[src/include/iev_params.svh]
/*
 * Offsets, field positions, reset values and timing counts for the bus event flag block.
 * Assumes inclusion by bare name from the design module, checker and bench.
 */
`ifndef IEV_PARAMS_SVH
`define IEV_PARAMS_SVH

// ********************************
// register offsets
// ********************************
`define IEV_OFS_CTRL        4'h0
`define IEV_OFS_STATUS      4'h1
`define IEV_OFS_IRQ_STAT    4'h2
`define IEV_OFS_IRQ_MASK    4'h3

// ********************************
// bus_control_reg fields
// ********************************
`define IEV_CTRL_EXIT_BIT   6
`define IEV_CTRL_EN_BIT     7

// ********************************
// bus_event_status fields
// ********************************
`define IEV_STAT_ACK_BIT    2
`define IEV_STAT_STD_BIT    1
`define IEV_STAT_SPD_BIT    0

// ********************************
// interrupt status fields
// ********************************
`define IEV_IRQ_ACK_BIT     0
`define IEV_IRQ_START_BIT   1
`define IEV_IRQ_STOP_BIT    2

// ********************************
// reset values and counts
// ********************************
`define IEV_CTRL_RST        8'h00
`define IEV_MASK_RST        8'h00
`define IEV_BITS_PER_BYTE   4'h9

`endif

[src/include/iev_pkg.sv]
/*
 * Types shared by the bus event flag block.
 * Assumes the params header sits on the include path.
 */
package iev_pkg;

	// register port request from the software side
	typedef struct packed {
		logic [3:0] addr;
		logic [7:0] wdata;
		logic       wr;
		logic       rd;
	} iev_req_t;

	// one-cycle bus events seen on the sampled lines
	typedef struct packed {
		logic start;
		logic stop;
		logic scl_rise;
	} iev_evt_t;

endpackage : iev_pkg

[src/iev_flags.sv]
/*
 * Acknowledge, start and stop detection flags of a two-wire bus interface.
 * Assumes the bus lines are asynchronous pins and the register port runs on MCLK_IN.
 */
// Strobed register access and the register addresses were chosen for this implementation.
`timescale 1ns/100ps
`include "iev_params.svh"

module iev_flags
	import iev_pkg::*;
(
	input  wire logic       MCLK_IN,      // system clock, 125 MHz
	input  wire logic       RST_N_IN,     // async reset, active low
	input  wire logic [3:0] ADDR_IN,      // register address
	input  wire logic [7:0] WDATA_IN,     // write data
	input  wire logic       WR_IN,        // write strobe
	input  wire logic       RD_IN,        // read strobe
	input  wire logic       SCL_IN,       // clock_line_pin level
	input  wire logic       SDA_IN,       // data_line_pin level
	output logic      [7:0] RDATA_OUT,    // read data, cycle after strobe
	output logic            ACK_FLAG_OUT, // ack_detected_flag
	output logic            STD_FLAG_OUT, // start_detected_flag
	output logic            SPD_FLAG_OUT, // stop_detected_flag
	output logic            IRQ_OUT       // level interrupt
);

	// ********************************
	// pin synchronisers
	// ********************************
	logic [1:0] scl_sync_q;
	logic [1:0] sda_sync_q;
	logic       scl_q;
	logic       sda_q;

	always_ff @(posedge MCLK_IN or negedge RST_N_IN) begin
		if (!RST_N_IN) begin
			scl_sync_q <= 2'h3;
			sda_sync_q <= 2'h3;
			scl_q      <= 1'h1;
			sda_q      <= 1'h1;
		end else begin
			scl_sync_q <= {scl_sync_q[0], SCL_IN};
			sda_sync_q <= {sda_sync_q[0], SDA_IN};
			scl_q      <= scl_sync_q[1];
			sda_q      <= sda_sync_q[1];
		end
	end

	// ********************************
	// register port decode
	// ********************************
	iev_req_t req;
	assign req = '{addr: ADDR_IN, wdata: WDATA_IN, wr: WR_IN, rd: RD_IN};

	wire wr_ctrl = req.wr && (req.addr == `IEV_OFS_CTRL);
	wire wr_stat = req.wr && (req.addr == `IEV_OFS_IRQ_STAT);
	wire wr_mask = req.wr && (req.addr == `IEV_OFS_IRQ_MASK);

	logic [7:0] ctrl_q;
	logic [7:0] irq_stat_q;
	logic [7:0] irq_mask_q;

	wire en_now      = ctrl_q[`IEV_CTRL_EN_BIT];
	wire en_next     = wr_ctrl ? req.wdata[`IEV_CTRL_EN_BIT] : en_now;
	wire disable_evt = en_now && !en_next;
	// exit command is a self-clearing strobe; it never reads back as one
	wire exit_cmd    = wr_ctrl && req.wdata[`IEV_CTRL_EXIT_BIT];

	// ********************************
	// bus event detection
	// ********************************
	iev_evt_t evt;
	assign evt.start    = en_now && scl_q && scl_sync_q[1] && sda_q && !sda_sync_q[1];
	assign evt.stop     = en_now && scl_q && scl_sync_q[1] && !sda_q && sda_sync_q[1];
	assign evt.scl_rise = en_now && !scl_q && scl_sync_q[1];

	// clock pulse count within the current byte, 0..8
	logic [3:0] bit_cnt_q;
	logic       in_xfer_q;
	logic       addr_done_q;
	logic       spd_arm_q;
	logic       ack_q;
	logic       std_q;
	logic       spd_q;

	wire ninth_rise = evt.scl_rise && in_xfer_q && (bit_cnt_q == `IEV_BITS_PER_BYTE - 4'h1);
	wire first_rise = evt.scl_rise && in_xfer_q && (bit_cnt_q == 4'h0);
	wire [3:0] cnt_d = ninth_rise ? 4'h0 : bit_cnt_q + 4'h1;
	wire hard_clr    = disable_evt || !en_now;

	always_ff @(posedge MCLK_IN or negedge RST_N_IN) begin
		if (!RST_N_IN) begin
			bit_cnt_q   <= 4'h0;
			in_xfer_q   <= 1'h0;
			addr_done_q <= 1'h0;
			spd_arm_q   <= 1'h0;
		end else if (hard_clr || evt.stop) begin
			bit_cnt_q   <= 4'h0;
			in_xfer_q   <= 1'h0;
			addr_done_q <= 1'h0;
			spd_arm_q   <= 1'h0;
		end else if (evt.start) begin
			bit_cnt_q   <= 4'h0;
			in_xfer_q   <= 1'h1;
			addr_done_q <= 1'h0;
			spd_arm_q   <= 1'h1;
		end else if (evt.scl_rise && in_xfer_q) begin
			bit_cnt_q <= cnt_d;
			if (ninth_rise) begin
				addr_done_q <= 1'h1;
			end
			if (first_rise) begin
				spd_arm_q <= 1'h0;
			end
		end
	end

	// ********************************
	// detection flags
	// ********************************
	// flags take no software write; only bus events and commands move them
	always_ff @(posedge MCLK_IN or negedge RST_N_IN) begin
		if (!RST_N_IN) begin
			ack_q <= 1'h0;
			std_q <= 1'h0;
			spd_q <= 1'h0;
		end else begin
			if (ninth_rise && !sda_sync_q[1] && !exit_cmd && !hard_clr) begin
				ack_q <= 1'h1;
			end else if (first_rise || evt.stop || exit_cmd || hard_clr) begin
				ack_q <= 1'h0;
			end
			if (evt.start && !exit_cmd && !hard_clr) begin
				std_q <= 1'h1;
			end else if ((first_rise && addr_done_q) || evt.stop || exit_cmd || hard_clr) begin
				std_q <= 1'h0;
			end
			if (evt.stop && !hard_clr) begin
				spd_q <= 1'h1;
			// stop flag held until address byte first clock
			end else if ((first_rise && spd_arm_q) || hard_clr) begin
				spd_q <= 1'h0;
			end
		end
	end

	// ********************************
	// control, interrupt and read-back registers
	// ********************************
	wire [7:0] irq_evt = {5'h00, evt.stop, evt.start, ninth_rise && !sda_sync_q[1]};
	wire [7:0] status  = {5'h00, ack_q, std_q, spd_q};
	wire [7:0] rd_mux  = (req.addr == `IEV_OFS_CTRL)     ? {ctrl_q[7], 7'h00} :
	                     (req.addr == `IEV_OFS_STATUS)   ? status :
	                     (req.addr == `IEV_OFS_IRQ_STAT) ? irq_stat_q :
	                     (req.addr == `IEV_OFS_IRQ_MASK) ? irq_mask_q : 8'h00;

	always_ff @(posedge MCLK_IN or negedge RST_N_IN) begin
		if (!RST_N_IN) begin
			ctrl_q     <= `IEV_CTRL_RST;
			irq_stat_q <= 8'h00;
			irq_mask_q <= `IEV_MASK_RST;
			RDATA_OUT  <= 8'h00;
			IRQ_OUT    <= 1'h0;
		end else begin
			if (wr_ctrl) begin
				ctrl_q <= {req.wdata[`IEV_CTRL_EN_BIT], 7'h00};
			end
			if (wr_mask) begin
				irq_mask_q <= req.wdata & 8'h07;
			end
			// a new event wins over a write-one clear in the same cycle
			irq_stat_q <= ((irq_stat_q & ~(wr_stat ? req.wdata : 8'h00)) | irq_evt) & 8'h07;
			RDATA_OUT  <= req.rd ? rd_mux : 8'h00;
			IRQ_OUT    <= |(irq_stat_q & irq_mask_q);
		end
	end

	always_ff @(posedge MCLK_IN or negedge RST_N_IN) begin
		if (!RST_N_IN) begin
			ACK_FLAG_OUT <= 1'h0;
			STD_FLAG_OUT <= 1'h0;
			SPD_FLAG_OUT <= 1'h0;
		end else begin
			ACK_FLAG_OUT <= ack_q;
			STD_FLAG_OUT <= std_q;
			SPD_FLAG_OUT <= spd_q;
		end
	end

endmodule : iev_flags

[config.mk]
export PLATFORM = sky130hd
export DESIGN_NAME = iev_flags
export DESIGN_NICKNAME = d
export VERILOG_FILES = /design/src/include/iev_pkg.sv /design/src/iev_flags.sv
export VERILOG_INCLUDE_DIRS = /design/src /design/src/include
export SDC_FILE = /design/constraint.sdc
export NUM_CORES = 1
export LEC_CHECK = 0
export CAP_MARGIN = 20
export CORE_ASPECT_RATIO = 0.6
export CORE_UTILIZATION = 28
export CTS_CLUSTER_SIZE = 30
export DETAILED_ROUTE_END_ITERATION = 12
export DONT_BUFFER_PORTS = 1
export REMOVE_ABC_BUFFERS = 1
export SETUP_SLACK_MARGIN = 0.2
export SLEW_MARGIN = 15
export SYNTH_ARGS = -nofsm -noshare
export SYNTH_HDL_FRONTEND = slang
export SYNTH_SLANG_ARGS = --single-unit
[constraint.sdc]
create_clock -name MCLK_IN -period 2.5 [get_ports MCLK_IN]
set_input_delay 0.125 -clock MCLK_IN [delete_from_list [all_inputs] [get_ports MCLK_IN]]
set_output_delay 0.125 -clock MCLK_IN [all_outputs]
set_load 0.03 [all_outputs]
==> run_results.csv <==
group,metric,value,unit
synth,synth_top_cell_by_area,"dfrtp_1",
placed_design,post-dp-hpwl,2.113,mm
routing,drt-pass1-iter-count,4,
clock_tree,worstSkewPairLatency,0.28,ns
sta,setup_viol,0,
hold_path,hold_path_depth,2,
floorplan,start_util,0.3020,
final_layout,n_fill_cell,460,
worst_setup_path,r2r_start,"bit_cnt_q[0]$_DFFE_PN0P_",
final_layout,nets,159,
sta,fin_setup_tns,0,ns
final_layout,syn_to_final_growth,17.78,%
final_layout,layout_common_cells,"25 x dfrtp_1, 10 x o21ai_0, 9 x nor2_1, 9 x dlygate4sd3_1, 8 x nand2_1",
floorplan,die_h,57.34,um
hold_path,worst_hold_path.endpoint,"RDATA_OUT[1]$_DFF_PN0_",
hold_path,hp-start,"ADDR_IN[0]",
synth,synthTopCellsByArea,"dfrtp_1 44%, dfstp_2 11%, mux2_2 5.5%, o21ai_0 3.5%, nor2_1 2.4%",
worst_setup_path,crit_path_end_kind,"flop",
sta,finalMaxSlewViolations,0,
hold_path,hold_path_class,"in -> reg",
worst_setup_path,worst_ep_arrival_time,1.76,ns
clock_tree,htree_levels,2,
placed_design,port-buffer-count,0,
worst_setup_path,critPathRequiredTime,2.63,ns
status,status,"finished clean",
final_layout,final_common_cell,"dfrtp_1",
worst_setup_path,cp_cell_sequence,"inv_1 -> ha_1 -> or4bb_1 -> o211ai_1 -> a21oi_1",
worst_setup_path,cpPeakStageDelay,0.50,ns
routing,final_antenna_net_count,0,
synth,syn_area,0.001429,mm2
worst_setup_path,critPathKind,"reg -> reg",
global_routing,antenna_found_initial,0,
worst_setup_path,startpoint,"bit_cnt_q[0]$_DFFE_PN0P_",
sta,hold_viol,0,
pwr,max-vdd-ir-drop,0.3463,mV
synth,ys_ff_latch,31,
synth,ys_types,42,
sta,rsz0062_at_grt,"no",
final_layout,drive_above_1_share,0.2000,
synth,synth.avg_cell_area,11.34,um2
clock_tree,clk_pin_slew,0.07,ns
global_routing,grt_usage,0.1174,
floorplan,dieArea,0.005402,mm2
final_layout,post-route-util,0.3557,
sta,period_share,0.6490,
global_routing,grt_pass1_wl,4.657,mm
final_layout,num_antenna_cells,0,
sta,fin_worst_skew,0.007854,ns
routing,drc,0,
global_routing,grt_max_degree,32,
synth,synth_top_cell_area_share,0.4378,
pwr,p_per_area,699.9,mW/mm2
clock_tree,cts_tree,"built",
sta,holdWs,0.01688,ns
placed_design,gp_congestion,0.7976,
clock_tree,clock_sinks,31,
synth,synth-seq-area-share,0.5482,
worst_setup_path,critPathTopFamily,"simple AND/OR/NAND/NOR gates",
global_routing,grt_pass1_vias,925,
routing,drt-initial-drc-count,69,
routing,drt-wirelength-per-cell,14.03,um
clock_tree,postCtsHoldBufs,9,
routing,vias,996,
routing,wl,2.849,mm
clock_tree,ctsResizeCount,0,
sta,fin_crit,1.622,ns
clock_tree,ctsRootBufferMaster,"clkbuf_8",
worst_setup_path,cp-start-kind,"flop",
sta,fmax,0.6164,GHz
floorplan,row_count,19,
worst_setup_path,rr_endpoint,"std_q$_DFFE_PN0P_",
floorplan,dieWidth,94.23,um
floorplan,coreArea,0.004731,mm2
synth,syn_inst,126,
placed_design,dpl_cell_area,0.001469,mm2
worst_setup_path,crit_slowest_cell,"or4bb_1",
final_layout,final_area,0.001683,mm2
run,maxCapViolCount,0,
worst_setup_path,path_buf_inv,1,
synth,ys.warnings.count,0,
sta,slew_headroom,0.6090,
worst_setup_path,r2r_cells,5,
sta,setup_slack,0.8776,ns
clock_tree,ctsLongestPathBuffers,2,
placed_design,place_ws,0.8953,ns
pwr,leakage,0.6879,nW
sta,worst_pin_slew,0.5790,ns
global_routing,overflow,0,
clock_tree,post_cts_buffers,0,
routing,drt-vias-per-instance,4.906,
clock_tree,cts_inserted_buffers,5,
worst_setup_path,crit_fanout,5,
floorplan,ios,30,
worst_setup_path,reg2reg_slack,0.88,ns
-- report_power, final --
part | switching [mW] | internal, mW
registers | 0.0658 | 0.550
logic | 0.0669 | 0.0604
clock network | 0.185 | 0.250
total | 0.317 | 0.861
-- worst reg2reg max path: stages, from the launching register on --
cell	delay, ns
dfrtp_1	0.42
inv_1	0.07
ha_1	0.22
or4bb_1	0.50
o211ai_1	0.18
a21oi_1	0.09
-- sequential cells by signal, summed over array words and instances (netlist names) --
register,count
std_q,1
scl_q,1
SPD_FLAG_OUT,1
bit_cnt_q,4
in_xfer_q,1
IRQ_OUT,1
sda_sync_q,2
ctrl_q,1
spd_arm_q,1
spd_q,1
ack_q,1
STD_FLAG_OUT,1
ACK_FLAG_OUT,1
sda_q,1
irq_mask_q,3
scl_sync_q,2
addr_done_q,1
RDATA_OUT,4
irq_stat_q,3
-- cell families (layout without fill, tap and decap cells) --
logic type | after synthesis | after routing | share of synthesized area
multiplexers | 7 | 7 | 0.05517
adder cells (fa/ha/maj) | 2 | 2 | 0.01751
AO/OA/AOI/OAI | 27 | 27 | 0.1278
buffers and inverters | 14 | 25 | 0.05341
AND/OR/NAND/NOR | 42 | 42 | 0.1830
other | 1 | 4 | 0.002624
XOR/XNOR | 2 | 2 | 0.01226
flip-flops | 31 | 31 | 0.5482
-- metal layers --
metal | up-vias | track usage | wire [um]
met5 | - | 0 | 0
met2 | 42 | 0.1615 | 1165
met1 | 484 | 0.1654 | 1394
met4 | 0 | 0.03297 | 16
li1 | 468 | - | -
met3 | 2 | 0.05333 | 273
-- worst max-delay path by stage --
stage | to | cells past startpoint
final | std_q$_DFFE_PN0P_ | 5
after global routing | RDATA_OUT[7]$_DFF_PN0_ | 3
after CTS | std_q$_DFFE_PN0P_ | 5
after detailed placement | std_q$_DFFE_PN0P_ | 5
after global placement | std_q$_DFFE_PN0P_ | 5
after floorplan | std_q$_DFFE_PN0P_ | 5
-- area by class of cell --
cell class | count | area, um2 | share of cell area
Timing Repair Buffer | 10 | 110.1 | 0.06543
Tap cell | 63 | 78.83 | 0.04684
Inverter | 7 | 26.28 | 0.01561
Sequential cell | 31 | 783.3 | 0.4654
Clock buffer | 7 | 96.34 | 0.05725
Clock inverter | 1 | 7.507 | 0.004461
Multi-Input combinational cell | 84 | 580.6 | 0.3450
-- synthesized netlist by cell type --
library cell	count
a211oi_1	2
a21oi_1	4
a221oi_1	1
a222oi_1	1
a22oi_1	3
a31oi_1	1
a41oi_1	1
and4b_1	1
buf_2	1
buf_4	4
buf_6	1
clkbuf_1	1
conb_1	1
dfrtp_1	25
dfstp_2	6
ha_1	2
inv_1	7
mux2_2	7
nand2_1	8
nand2b_1	3
nand3_1	2
nand3b_1	1
nand4_1	1
nand4b_1	2
nand4b_4	1
nand4bb_1	1
nor2_1	9
nor2b_1	2
nor3_1	2
nor4_1	1
o211ai_1	1
o21ai_0	10
o21ba_2	1
o221ai_2	1
o41ai_1	1
or2_2	2
or3_1	2
or3b_1	1
or3b_2	1
or4b_1	1
or4bb_1	1
xnor2_1	2
-- stage by stage --
stage,power [mW],instances
2_1_floorplan,0.6913,122
3_3_place_gp,0.7196,185
3_5_place_dp,0.7260,185
4_1_cts,1.187,202
5_1_grt,1.240,203
6_report,1.178,203
Note: power is estimated with default switching activity, not from simulation.
